$ cat src/verilog/dpsc_consts.svh
// constants of the drive power state control block
// assumes inclusion by the design modules
`ifndef DPSC_CONSTS_SVH
`define DPSC_CONSTS_SVH
// object indices
`define DPSC_IDX_CMD      16'h6040
`define DPSC_IDX_STAT     16'h6041
`define DPSC_IDX_TARGET   16'h6042
`define DPSC_IDX_DEMAND   16'h6043
`define DPSC_IDX_MEASURED 16'h6044
`define DPSC_IDX_LIMIT    16'h6046
// subindices of the limit array
`define DPSC_SUB_COUNT    8'h00
`define DPSC_SUB_MIN      8'h01
`define DPSC_SUB_MAX      8'h02
`define DPSC_LIMIT_COUNT  8'h02
// reset values
`define DPSC_CMD_RST      16'h0000
`define DPSC_TARGET_RST   16'h00C8
`define DPSC_MIN_RST      32'h00000000
`define DPSC_MAX_RST      32'h00007530
// command word bit positions
`define DPSC_CB_SWITCH_ON 0
`define DPSC_CB_VOLTAGE   1
`define DPSC_CB_QSTOP_N   2
`define DPSC_CB_OPERATE   3
`define DPSC_CB_MODE_LO   4
`define DPSC_CB_FAULT_CLR 7
`define DPSC_CB_HALT      8
`define DPSC_CB_MODE_HI   9
// status word bit positions
`define DPSC_SB_READY     0
`define DPSC_SB_SW_ON     1
`define DPSC_SB_OP_EN     2
`define DPSC_SB_FAULT     3
`define DPSC_SB_VOLTAGE   4
`define DPSC_SB_QSTOP_N   5
`define DPSC_SB_SOD       6
`define DPSC_SB_WARN      7
`define DPSC_SB_SYNC      8
`define DPSC_SB_REMOTE    9
`define DPSC_SB_GOAL      10
`define DPSC_SB_LIMIT     11
`define DPSC_SB_MODE_LO   12
`define DPSC_SB_CLOSED    15
// operating mode codes
`define DPSC_MODE_PPOS    8'h01
`define DPSC_MODE_VEL     8'h02
`define DPSC_MODE_PVEL    8'h03
`define DPSC_MODE_PTRQ    8'h04
`define DPSC_MODE_IPOS    8'h07
`endif

$ cat src/verilog/dpsc_pkg.sv
// types of the drive power state control block
// assumes the constants header sits beside it
package dpsc_pkg;
   typedef enum logic [2:0] {
      DPSC_NOT_READY = 3'b000,
      DPSC_SOD       = 3'b001,
      DPSC_READY     = 3'b010,
      DPSC_SWITCHED  = 3'b011,
      DPSC_OPERATE   = 3'b100,
      DPSC_QSTOP     = 3'b101,
      DPSC_FREACT    = 3'b110,
      DPSC_FAULT     = 3'b111
   } dpsc_state_t;
endpackage

$ cat src/verilog/dpsc_decode.sv
// decodes the command word into requests for the state machine
// assumes the command word is a registered value
`timescale 1ns/10ps
`include "dpsc_consts.svh"
module dpsc_decode
   import dpsc_pkg::*;
(
   // command and mode
   input  wire logic [15:0] cmd,
   input  wire logic [7:0]  mode,
   // decoded requests
   output logic             shutdown,
   output logic             switch_on,
   output logic             enable_op,
   output logic             disable_volt,
   output logic             quick_stop,
   output logic             halt,
   output logic [3:0]       mode_dependent_bits
);
   // true for modes where halt is honoured
   function automatic logic halt_mode(input logic [7:0] m);
      halt_mode = (m == `DPSC_MODE_PPOS) || (m == `DPSC_MODE_VEL) ||
                  (m == `DPSC_MODE_PVEL) || (m == `DPSC_MODE_PTRQ) ||
                  (m == `DPSC_MODE_IPOS);
   endfunction
   wire logic switch_on_request;
   wire logic enable_voltage_request;
   wire logic quick_stop_request_n;
   wire logic enable_operation_request;
   assign switch_on_request        = cmd[`DPSC_CB_SWITCH_ON];
   assign enable_voltage_request   = cmd[`DPSC_CB_VOLTAGE];
   assign quick_stop_request_n     = cmd[`DPSC_CB_QSTOP_N];
   assign enable_operation_request = cmd[`DPSC_CB_OPERATE];
   // power requests
   assign disable_volt = ~enable_voltage_request;
   assign quick_stop   = enable_voltage_request &
                         ~quick_stop_request_n;
   assign shutdown     = enable_voltage_request & quick_stop_request_n &
                         ~switch_on_request;
   assign switch_on    = enable_voltage_request & quick_stop_request_n &
                         switch_on_request;
   assign enable_op    = switch_on & enable_operation_request;
   assign halt = cmd[`DPSC_CB_HALT] & halt_mode(mode);
   // mode bits pass only while a mode is selected
   assign mode_dependent_bits = (mode == 8'h00) ? 4'h0 :
      {cmd[`DPSC_CB_MODE_HI], cmd[`DPSC_CB_MODE_LO+2:`DPSC_CB_MODE_LO]};
endmodule

$ cat src/verilog/dpsc_limit.sv
// clamps the signed target speed into the min/max window
// assumes limits are unsigned 32-bit values in user units
`timescale 1ns/10ps
`include "dpsc_consts.svh"
module dpsc_limit
   import dpsc_pkg::*;
#(
   parameter int WIDTH = 16
) (
   // request
   input  wire logic signed [WIDTH-1:0] target,
   input  wire logic        [31:0]      min_limit,
   input  wire logic        [31:0]      max_limit,
   // result
   output logic signed [WIDTH-1:0]      clamped,
   output logic                         limited
);
   // compare as 33-bit signed so huge limits never wrap negative
   wire logic signed [32:0] tgt_ext;
   wire logic signed [32:0] min_ext;
   wire logic signed [32:0] max_ext;
   wire logic               below;
   wire logic               above;
   assign tgt_ext = 33'(target);
   assign min_ext = $signed({1'b0, min_limit});
   assign max_ext = $signed({1'b0, max_limit});
   assign below   = tgt_ext < min_ext;
   assign above   = tgt_ext > max_ext;
   // replace out-of-range speeds by the violated bound
   assign clamped = below ? WIDTH'(min_limit) :
                    above ? WIDTH'(max_limit) : target;
   assign limited = below | above;
endmodule

$ cat src/verilog/dpsc_top.sv
// drive power state control: object store, state machine, status
// assumes a fieldbus stack presents object index/subindex accesses
// that complete in one cycle; inputs are synchronous to clk
`timescale 1ns/10ps
`include "dpsc_consts.svh"
module dpsc_top
   import dpsc_pkg::*;
#(
   parameter int WIDTH = 16
) (
   // clock and reset
   input  wire logic                    clk,
   input  wire logic                    reset_n,
   // object access from the fieldbus stack
   input  wire logic                    obj_wr,
   input  wire logic                    obj_rd,
   input  wire logic [15:0]             obj_index,
   input  wire logic [7:0]              obj_sub,
   input  wire logic [31:0]             obj_wdata,
   output logic      [31:0]             obj_rdata,
   output logic                         obj_ack,
   output logic                         obj_err,
   // drive side status
   input  wire logic [7:0]              op_mode,
   input  wire logic                    special_mode,
   input  wire logic                    bus_synced,
   input  wire logic                    closed_loop,
   input  wire logic                    fault_event,
   input  wire logic [15:0]             fault_code,
   input  wire logic                    warn_event,
   input  wire logic                    reaction_done,
   input  wire logic                    goal_reached,
   input  wire logic                    init_done,
   input  wire logic signed [WIDTH-1:0] speed_measured,
   // drive side control
   output logic                         power_enable,
   output logic                         drive_enable,
   output logic                         quick_stop_active,
   output logic                         halt_active,
   output logic [3:0]                   mode_dependent_bits,
   output logic signed [WIDTH-1:0]      speed_demand,
   output logic [15:0]                  error_code,
   output logic [15:0]                  state_report
);
   // registers
   logic        [15:0]      cmd_ff;
   logic signed [WIDTH-1:0] target_ff;
   logic        [31:0]      min_ff;
   logic        [31:0]      max_ff;
   logic signed [WIDTH-1:0] demand_ff;
   logic signed [WIDTH-1:0] measured_ff;
   logic        [15:0]      err_ff;
   logic        [15:0]      stat_ff;
   logic                    warn_ff;
   logic                    fclr_prev_ff;
   logic        [31:0]      rdata_ff;
   logic                    ack_ff;
   logic                    err_acc_ff;
   dpsc_state_t             state_ff;
   dpsc_state_t             nxt_state;

   // decoder and limiter outputs
   logic                    req_shutdown;
   logic                    req_switch_on;
   logic                    req_enable_op;
   logic                    req_disable_volt;
   logic                    req_quick_stop;
   logic                    req_halt;
   logic [3:0]              mode_bits;
   logic signed [WIDTH-1:0] target_clamped;
   logic                    limited;

   dpsc_decode u_decode (
      .cmd                 (cmd_ff),
      .mode                (op_mode),
      .shutdown            (req_shutdown),
      .switch_on           (req_switch_on),
      .enable_op           (req_enable_op),
      .disable_volt        (req_disable_volt),
      .quick_stop          (req_quick_stop),
      .halt                (req_halt),
      .mode_dependent_bits (mode_bits)
   );

   dpsc_limit #(
      .WIDTH (WIDTH)
   ) u_limit (
      .target    (target_ff),
      .min_limit (min_ff),
      .max_limit (max_ff),
      .clamped   (target_clamped),
      .limited   (limited)
   );

   // object address decode
   wire logic hit_cmd;
   wire logic hit_stat;
   wire logic hit_target;
   wire logic hit_demand;
   wire logic hit_meas;
   wire logic hit_lim;
   wire logic hit_min;
   wire logic hit_max;
   wire logic hit_cnt;
   wire logic known;
   wire logic writable;
   assign hit_cmd    = obj_index == `DPSC_IDX_CMD;
   assign hit_stat   = obj_index == `DPSC_IDX_STAT;
   assign hit_target = obj_index == `DPSC_IDX_TARGET;
   assign hit_demand = obj_index == `DPSC_IDX_DEMAND;
   assign hit_meas   = obj_index == `DPSC_IDX_MEASURED;
   assign hit_lim    = obj_index == `DPSC_IDX_LIMIT;
   assign hit_cnt    = hit_lim & (obj_sub == `DPSC_SUB_COUNT);
   assign hit_min    = hit_lim & (obj_sub == `DPSC_SUB_MIN);
   assign hit_max    = hit_lim & (obj_sub == `DPSC_SUB_MAX);
   assign known      = hit_cmd | hit_stat | hit_target | hit_demand |
                       hit_meas | hit_cnt | hit_min | hit_max;
   // status, demand, measured and the count are read-only
   assign writable   = hit_cmd | hit_target | hit_min | hit_max;

   wire logic wr_ok;
   assign wr_ok = obj_wr & writable;

   // fault clear acts on a rising edge of the command bit only
   wire logic fclr_edge;
   assign fclr_edge = cmd_ff[`DPSC_CB_FAULT_CLR] & ~fclr_prev_ff;

   // power state machine transitions
   always_comb begin
      nxt_state = state_ff;
      case (state_ff)
         DPSC_NOT_READY: begin
            if (init_done)
               nxt_state = DPSC_SOD;
         end
         DPSC_SOD: begin
            if (req_shutdown)
               nxt_state = DPSC_READY;
         end
         DPSC_READY: begin
            if (req_disable_volt | req_quick_stop)
               nxt_state = DPSC_SOD;
            else if (req_switch_on)
               nxt_state = DPSC_SWITCHED;
         end
         DPSC_SWITCHED: begin
            if (req_disable_volt | req_quick_stop)
               nxt_state = DPSC_SOD;
            else if (req_shutdown)
               nxt_state = DPSC_READY;
            else if (req_enable_op)
               nxt_state = DPSC_OPERATE;
         end
         DPSC_OPERATE: begin
            if (req_disable_volt)
               nxt_state = DPSC_SOD;
            else if (req_quick_stop)
               nxt_state = DPSC_QSTOP;
            else if (req_shutdown)
               nxt_state = DPSC_READY;
            else if (!req_enable_op)
               nxt_state = DPSC_SWITCHED;
         end
         DPSC_QSTOP: begin
            if (req_disable_volt)
               nxt_state = DPSC_SOD;
            else if (req_enable_op)
               nxt_state = DPSC_OPERATE;
         end
         DPSC_FREACT: begin
            if (reaction_done)
               nxt_state = DPSC_FAULT;
         end
         DPSC_FAULT: begin
            if (fclr_edge)
               nxt_state = DPSC_SOD;
         end
         default: nxt_state = DPSC_NOT_READY;
      endcase
      // a new fault overrides any request outside the fault path
      if (fault_event && state_ff != DPSC_FREACT &&
          state_ff != DPSC_FAULT)
         nxt_state = DPSC_FREACT;
   end

   // state code on bits 6,5,3..0
   wire logic [15:0] state_bits;
   assign state_bits[`DPSC_SB_READY] = state_ff == DPSC_READY ||
      state_ff == DPSC_SWITCHED || state_ff == DPSC_OPERATE ||
      state_ff == DPSC_QSTOP || state_ff == DPSC_FREACT;
   assign state_bits[`DPSC_SB_SW_ON] = state_ff == DPSC_SWITCHED ||
      state_ff == DPSC_OPERATE || state_ff == DPSC_QSTOP ||
      state_ff == DPSC_FREACT;
   assign state_bits[`DPSC_SB_OP_EN] = state_ff == DPSC_OPERATE ||
      state_ff == DPSC_QSTOP || state_ff == DPSC_FREACT;
   assign state_bits[`DPSC_SB_FAULT] = state_ff == DPSC_FREACT ||
      state_ff == DPSC_FAULT;
   assign state_bits[`DPSC_SB_VOLTAGE] = state_ff == DPSC_READY ||
      state_ff == DPSC_SWITCHED || state_ff == DPSC_OPERATE ||
      state_ff == DPSC_QSTOP;
   assign state_bits[`DPSC_SB_QSTOP_N] = state_ff == DPSC_READY ||
      state_ff == DPSC_SWITCHED || state_ff == DPSC_OPERATE;
   assign state_bits[`DPSC_SB_SOD] = state_ff == DPSC_SOD;
   assign state_bits[`DPSC_SB_WARN] = warn_ff;
   assign state_bits[`DPSC_SB_SYNC] = bus_synced;
   assign state_bits[`DPSC_SB_REMOTE] = ~special_mode;
   assign state_bits[`DPSC_SB_GOAL] = goal_reached;
   assign state_bits[`DPSC_SB_LIMIT] = limited;
   assign state_bits[14:12] = {1'b0, mode_bits[1:0]};
   assign state_bits[`DPSC_SB_CLOSED] =
      (state_ff == DPSC_OPERATE) & closed_loop;

   // demand follows the clamped target only while operating and not halted
   wire logic signed [WIDTH-1:0] nxt_demand;
   assign nxt_demand = (state_ff == DPSC_OPERATE && !req_halt) ?
                       target_clamped : '0;

   // read mux
   wire logic [31:0] nxt_rdata;
   assign nxt_rdata =
      hit_cmd    ? {16'h0000, cmd_ff} :
      hit_stat   ? {16'h0000, stat_ff} :
      hit_target ? {{(32-WIDTH){target_ff[WIDTH-1]}}, target_ff} :
      hit_demand ? {{(32-WIDTH){demand_ff[WIDTH-1]}}, demand_ff} :
      hit_meas   ? {{(32-WIDTH){measured_ff[WIDTH-1]}}, measured_ff} :
      hit_cnt    ? {24'h000000, `DPSC_LIMIT_COUNT} :
      hit_min    ? min_ff :
      hit_max    ? max_ff : 32'h00000000;

   // state and edge history
   always_ff @(posedge clk) begin
      if (!reset_n) begin
         state_ff     <= DPSC_NOT_READY;
         fclr_prev_ff <= 1'b0;
      end else begin
         state_ff     <= nxt_state;
         fclr_prev_ff <= cmd_ff[`DPSC_CB_FAULT_CLR];
      end
   end

   // writable objects
   always_ff @(posedge clk) begin
      if (!reset_n) begin
         cmd_ff    <= `DPSC_CMD_RST;
         target_ff <= WIDTH'(`DPSC_TARGET_RST);
         min_ff    <= `DPSC_MIN_RST;
         max_ff    <= `DPSC_MAX_RST;
      end else begin
         if (wr_ok && hit_cmd)
            cmd_ff <= obj_wdata[15:0];
         if (wr_ok && hit_target)
            target_ff <= obj_wdata[WIDTH-1:0];
         if (wr_ok && hit_min)
            min_ff <= obj_wdata;
         if (wr_ok && hit_max)
            max_ff <= obj_wdata;
      end
   end

   // error code and warning: a new event wins over a clear
   always_ff @(posedge clk) begin
      if (!reset_n) begin
         err_ff  <= 16'h0000;
         warn_ff <= 1'b0;
      end else begin
         if (fault_event)
            err_ff <= fault_code;
         else if (fclr_edge && state_ff == DPSC_FAULT)
            err_ff <= 16'h0000;
         if (warn_event)
            warn_ff <= 1'b1;
         else if (fclr_edge)
            warn_ff <= 1'b0;
      end
   end

   // read-only objects and the status word
   always_ff @(posedge clk) begin
      if (!reset_n) begin
         stat_ff     <= 16'h0000;
         demand_ff   <= '0;
         measured_ff <= '0;
      end else begin
         stat_ff     <= state_bits;
         demand_ff   <= nxt_demand;
         measured_ff <= speed_measured;
      end
   end

   // one-cycle access answer
   always_ff @(posedge clk) begin
      if (!reset_n) begin
         rdata_ff   <= 32'h00000000;
         ack_ff     <= 1'b0;
         err_acc_ff <= 1'b0;
      end else begin
         rdata_ff   <= obj_rd ? nxt_rdata : rdata_ff;
         ack_ff     <= obj_rd | obj_wr;
         err_acc_ff <= (obj_rd & ~known) | (obj_wr & ~writable);
      end
   end

   // outputs
   assign obj_rdata           = rdata_ff;
   assign obj_ack             = ack_ff;
   assign obj_err             = err_acc_ff;
   assign power_enable        = stat_ff[`DPSC_SB_VOLTAGE];
   assign drive_enable        = stat_ff[`DPSC_SB_OP_EN] &
                                stat_ff[`DPSC_SB_QSTOP_N];
   assign quick_stop_active   = state_ff == DPSC_QSTOP;
   assign halt_active         = req_halt;
   assign mode_dependent_bits = mode_bits;
   assign speed_demand        = demand_ff;
   assign error_code          = err_ff;
   assign state_report        = stat_ff;
endmodule
$ cat config.mk
export PLATFORM = sky130hd
export DESIGN_NAME = dpsc_top
export DESIGN_NICKNAME = d
export VERILOG_FILES = /design/src/verilog/dpsc_pkg.sv /design/src/verilog/dpsc_decode.sv /design/src/verilog/dpsc_limit.sv /design/src/verilog/dpsc_top.sv
export VERILOG_INCLUDE_DIRS = /design/src /design/src/verilog
export SDC_FILE = /design/constraint.sdc
export NUM_CORES = 1
export LEC_CHECK = 0
export BUFFER_PORTS_ARGS = -buffer_cell sky130_fd_sc_hd__buf_2
export CORE_MARGIN = 3
export CORE_UTILIZATION = 46
export DETAILED_ROUTE_END_ITERATION = 10
export PLACE_DENSITY_LB_ADDON = 0.25
export SYNTH_ARGS = -nofsm -noshare
export SYNTH_HDL_FRONTEND = slang
export SYNTH_SLANG_ARGS = --single-unit
$ cat constraint.sdc
create_clock -name clk -period 3.6 [get_ports clk]
set_input_delay 0.36 -clock clk [delete_from_list [all_inputs] [get_ports clk]]
set_output_delay 0.36 -clock clk [all_outputs]
set_load 0.02 [all_outputs]
[Word level (Yosys, flattened, before mapping)]
Cells that the tools add are included.
Storage, ports and cells
  register bits after elaboration: 199
  input bits: 108
  logic and storage cells: 152
Cells by class
  $lt $le $gt $ge: 2
  eq/ne operators: 34
  muxes and demuxes: 31
  bitwise operators: 37
  reduce and logical (&&, ||, !) cells: 32
Operators by type and width (count)
  $mux 32: 8
  $eq 16x15->1 const B: 6
  $mux 16: 4
  $mux 3: 15
  $gt 16x33->1: 1
  $lt 16x33->1: 1
  $eq 8x2->1 const B: 3
  $pmux 3 s8: 1
  $eq 8x1->1 const B: 2
  $eq 8x3->1 const B: 2
  $logic_not 8->1: 2
  $and 1x1->1: 15
  $ne 3x3->1 const B: 5
  $logic_or 1x1->1: 14
  $or 1x1->1: 14
  $eq 3x3->1 const B: 4
  $reduce_and 6->1: 2
  $logic_and 1x1->1: 8
  $ne 2x2->1 const B: 4
  $not 1->1: 8
  $eq 3x2->1 const B: 2
  $ne 3x2->1 const B: 2
  $ne 6x6->1 const B: 1
  $ne 5x5->1 const B: 1
  other kinds (9): 11

[Depth between registers and ports, before layout]
  depth after elaboration: 11
  depth in mapped cells: 11
  depth with buffers taken out: 9

[By module]
Synthesis repeated with hierarchy kept, for this count alone.
Unflattened totals
  cell total of the unflattened synthesis: 1308
  area, all modules: 10651.5 um^2
By module, submodules not included
  dpsc_top: instances 1, cells an instance 1029, area an instance 8529.4 um^2
  dpsc_limit: instances 1, cells an instance 261, area an instance 2005.7 um^2
  dpsc_decode: instances 1, cells an instance 18, area an instance 116.4 um^2

[Worst setup path before layout]
Ideal clock, no wire load.
  path type: reg-to-reg
  start point: register target_ff[15]
  end point: register demand_ff[10] (netlist: speed_demand[10])
  arrival: 2.852 ns
  data required time: 3.473 ns
  path slack: 0.621 ns
  stages on the path, launching flop included: 11
  period minus slack after synthesis: 2.979 ns
  path through: dfxtp_1 ha_1 nand4_1 or2_2 or3_1 o221ai_1 a22oi_1 buf_4 buf_4 mux2i_1 o2bb2ai_1
Between the ends
  longest elaborated chain between the ends: 3
  elaborated cells on any way between the ends: 4
  those cells by class: order compare: 2; mux: 2
RTL lines
  from (decl): RTL line dpsc_top.sv:47  | logic signed [WIDTH-1:0] target_ff;
  from (signal assigned): RTL line dpsc_top.sv:245  | target_ff <= WIDTH'(`DPSC_TARGET_RST);
  from (signal assigned): RTL line dpsc_top.sv:252  | target_ff <= obj_wdata[WIDTH-1:0];
  $gt 16x33->1: RTL line dpsc_limit.sv:28  | assign above = tgt_ext > max_ext;
  $mux 16: RTL line dpsc_limit.sv:31  | above ? WIDTH'(max_limit) : target;
  $mux 16 *: RTL line dpsc_limit.sv:30  | assign clamped = below ? WIDTH'(min_limit) :
  to (signal assigned): RTL line dpsc_top.sv:285  | demand_ff <= nxt_demand;
  to (decl): RTL line dpsc_top.sv:50  | logic signed [WIDTH-1:0] demand_ff;
Every way passes the cells marked *; elsewhere a longest branch is shown, timed or not.
A chain may end at the register's enable or synchronous reset.

[Final worst setup path]
  start point: register target_ff[15]
  end point: register demand_ff[5] (netlist: speed_demand[5])
Same word-level chain as after synthesis.

==> impl_results.md <==
* Initial antenna violation count at 3
* Count leader, synth: nand2_1
* Worst endpoint required time at 3960 ps
* Total power at 4.42 mW
* HPWL Detailed at 21600 um
* DRC Markers at 0
* Post-route cell area at approximately 12000 um2
* # rows at between 50 and 60
* Die area at 23600 um2
* Unrepaired setup endpoints after global routing: no
* Largest net degree at the start of global routing at 90
* CP Class: reg -> reg
* Number of synthesized flops with an enable pin at 0
* Final period util at 87.1%
* Post-route insts no fill at 1618
* Via density at 5.53
* Die Y at 153 um
* VDD IR max at 0.303 mV
* Post-CTS setup buffer count at 0
* Chip width at roughly 150 um
* Post-DRT Antenna Nets at 0
* Syn_nets at approximately 1300
* Clk_lat worst skew at between 400 and 500 ps
* Post-synth top cells: nand2_1, dfxtp_1, inv_1, a21oi_1, ha_1
* Core footprint at 21200 um2
* Mean Syn Cell Area at 8.50 um2
* Critical path, cell by cell: buf_4 > ha_1 > o21ai_0 > o21ai_0 > a21boi_0 > a221oi_1 > o21a_1 > nand2_1 > o2bb2ai_1
* Most common flop cell mapped by yosys: dfxtp_1
* CP max stage delay at 730 ps
* I/O Pins at 198
* Yosys warnings at 0
* Crit path max fanout at 22
* Distinct cell type count after synthesis at 70
* Pwr dens at 381 nW/um2
* Worst-path clk slew at ~70 ps
* CP Launch Type: register
* 1st-pass router iterations at 7
* Share of cells above drive strength 1 at 19.4%
* Longest Clk Path Bufs at 2
* Clock root buffer: clkbuf_16
* Leakage power at 4.81 nW
* Worst Max-Slew Pin Slew at ~1000 ps
* Post-synthesis sequential area ratio at between 30 and 40%
* Post-Syn Instances at approximately 1200
* Fill count at 2045
* Placed instance area at 11100 um2
* Gpl congestion at around 0.93
* CP max stage cell: dfxtp_1
* Area contributors post-synth: dfxtp_1, nand2_1, ha_1
* Fin. max-slew vios at 0
* Max Clock Skew at 11.0 ps
* Routed vias at 8940
* Setup tns final at 0 ps
* Num CTS Buffers at 17
* Max cap viols at 0
* PortBufs at 196
* Placed cells at 1585
* Status: complete, no violations
* Initial Util at 47.1%
* Synth area leader: dfxtp_1
* Post-Route WL at between 20000 and 30000 um
* Grt total ovfl at 0
* Endpoints failing setup at 0
* Sequential cell area at about 4000 um2
* Post_cts resized at 0
* Fin. Hold Viols at 0
* Hold-fix buffers, CTS at 0
* Fmax at 319 MHz
* Crit-path most repeated cell: o21ai_0
* CTS Sinks at slightly below 200
* Area share of the largest cell type after synthesis at between 30% and 40%
* Drt wl/cell at 18.4 um
* Hold Path Class: in -> reg
* Critical Path AT at roughly 3500 ps
* Final Net Count at 1500
* H-tree depth at 4
* Vias in the first global route at 8656
* P&R area growth vs syn at 16.1%
* Yosys reg bits at 198
* Total track usage at 25.0%
* 1st-iter DRT viols at 775
* First-pass GRT wire length at about 47000 um
* FFs w/ async S/R, synth at 0%
* CTS tree: built
* Mapped Area at 10000 um2
* Area occupied by multi-input gates at ~5400 um2
* Relative slew slack at 32.0%
* Min Tclk post-route at between 3000 and 4000 ps
* Setup crit end kind: register
==> through the flow <==
step / setup WS, ps / utilization (%) / hold WS, ps
after detailed placement: 525 / 52.2 / 447
after global routing: 229 / 54.7 / 68.6
after CTS: 498 / 54.7 / 51.9
final: 465 / 54.7 / 65.8
after floorplan: 621 / - / 430
after global placement: 617 / 52.2 / 445
==> metal layers <==
layer  vias to the layer above  routed length (um)  global-route usage, %
li1                       4439                   -                      -
met1                      4100               13100                   33.4
met2                       339               13300                   39.6
met5                         -                   7                      0
met3                        60                2240                   5.38
met4                         2                1100                   10.3
==> report_power, final <==
part / switching, mW / internal, mW
Sequential: 0.0460 / 2.24
Clock: 0.852 / 0.917
Combinational: 0.215 / 0.153
==> area by class of cell <==
| type | instances | share of cell area, % |
|---|---|---|
| Antenna cell | 2 | 0.0431 |
| Tap cell | 275 | 2.96 |
| Sequential cell | 198 | 34.1 |
| Clock buffer | 20 | 3.93 |
| Clock inverter | 11 | 0.646 |
| Timing Repair Buffer | 211 | 9.44 |
| Multi-Input combinational cell | 824 | 46.4 |
| Inverter | 77 | 2.49 |
==> cell families (layout without fill, tap and decap cells) <==
family	after synthesis	after routing	share of synthesized area [%]
AO/OA/AOI/OAI	351	351	24.5
XOR/XNOR	2	2	0.175
adder cells (fa/ha/maj)	63	63	7.88
buffers and inverters	155	319	6.58
flip-flops	198	198	39.6
multiplexers	18	18	1.93
other	1	3	0.0375
AND/OR/NAND/NOR	389	389	19.2
==> worst paths after layout <==
kind	from	endpoint	slack (ps)	cells after the start
setup / recovery	target_ff[15]	speed_demand[5]	460	9
hold / removal	special_mode	state_report[9]	70	2
setup reg to reg	target_ff[15]	speed_demand[5]	460	9
hold reg to reg	cmd_ff[11]	cmd_ff[11]	460	2
==> critical path: cells and delay by family, from the launching register on <==
family,cells,cell delay (ps)
AOI/OAI and AO/OA,6,1350
adders and majority gates,1,200
buffers and inverters,1,380
DFF,1,730
and+or+nand+nor,1,370
==> placed cells by master, fill, tap and decap left out, types with 3 or more instances in the layout <==
cell | netlist | final
a221oi_1 | 30 | 30
nor3_1 | 7 | 7
and3_1 | 3 | 3
a31oi_1 | 4 | 4
buf_2 | 22 | 195
nor3b_1 | 4 | 4
nor2b_1 | 39 | 39
buf_4 | 9 | 16
nand2_1 | 233 | 233
o221ai_1 | 4 | 4
a22oi_1 | 49 | 49
and4_1 | 5 | 5
nor4b_4 | 3 | 3
inv_1 | 77 | 77
mux2i_1 | 17 | 17
a21oi_1 | 74 | 74
nor2_1 | 20 | 20
clkinv_2 | 0 | 5
nand4_1 | 10 | 10
nand3_1 | 9 | 9
a21boi_1 | 40 | 40
o21a_1 | 4 | 4
o21ai_0 | 34 | 34
o2bb2ai_1 | 15 | 15
dfxtp_1 | 198 | 198
and2_1 | 30 | 30
o211ai_1 | 19 | 19
clkbuf_16 | 0 | 17
nand2b_1 | 6 | 6
a21boi_0 | 51 | 51
ha_1 | 63 | 63
==> state kept, by name (all words and copies together), names as in the netlist, 16 cells and up <==
| register | cells |
|---|---|
| obj_rdata | 32 |
| max_ff | 32 |
| min_ff | 32 |
| cmd_ff | 16 |
| measured_ff | 16 |
| speed_demand | 16 |
| error_code | 16 |
| target_ff | 16 |
Power figures use the tool's default switching activity.
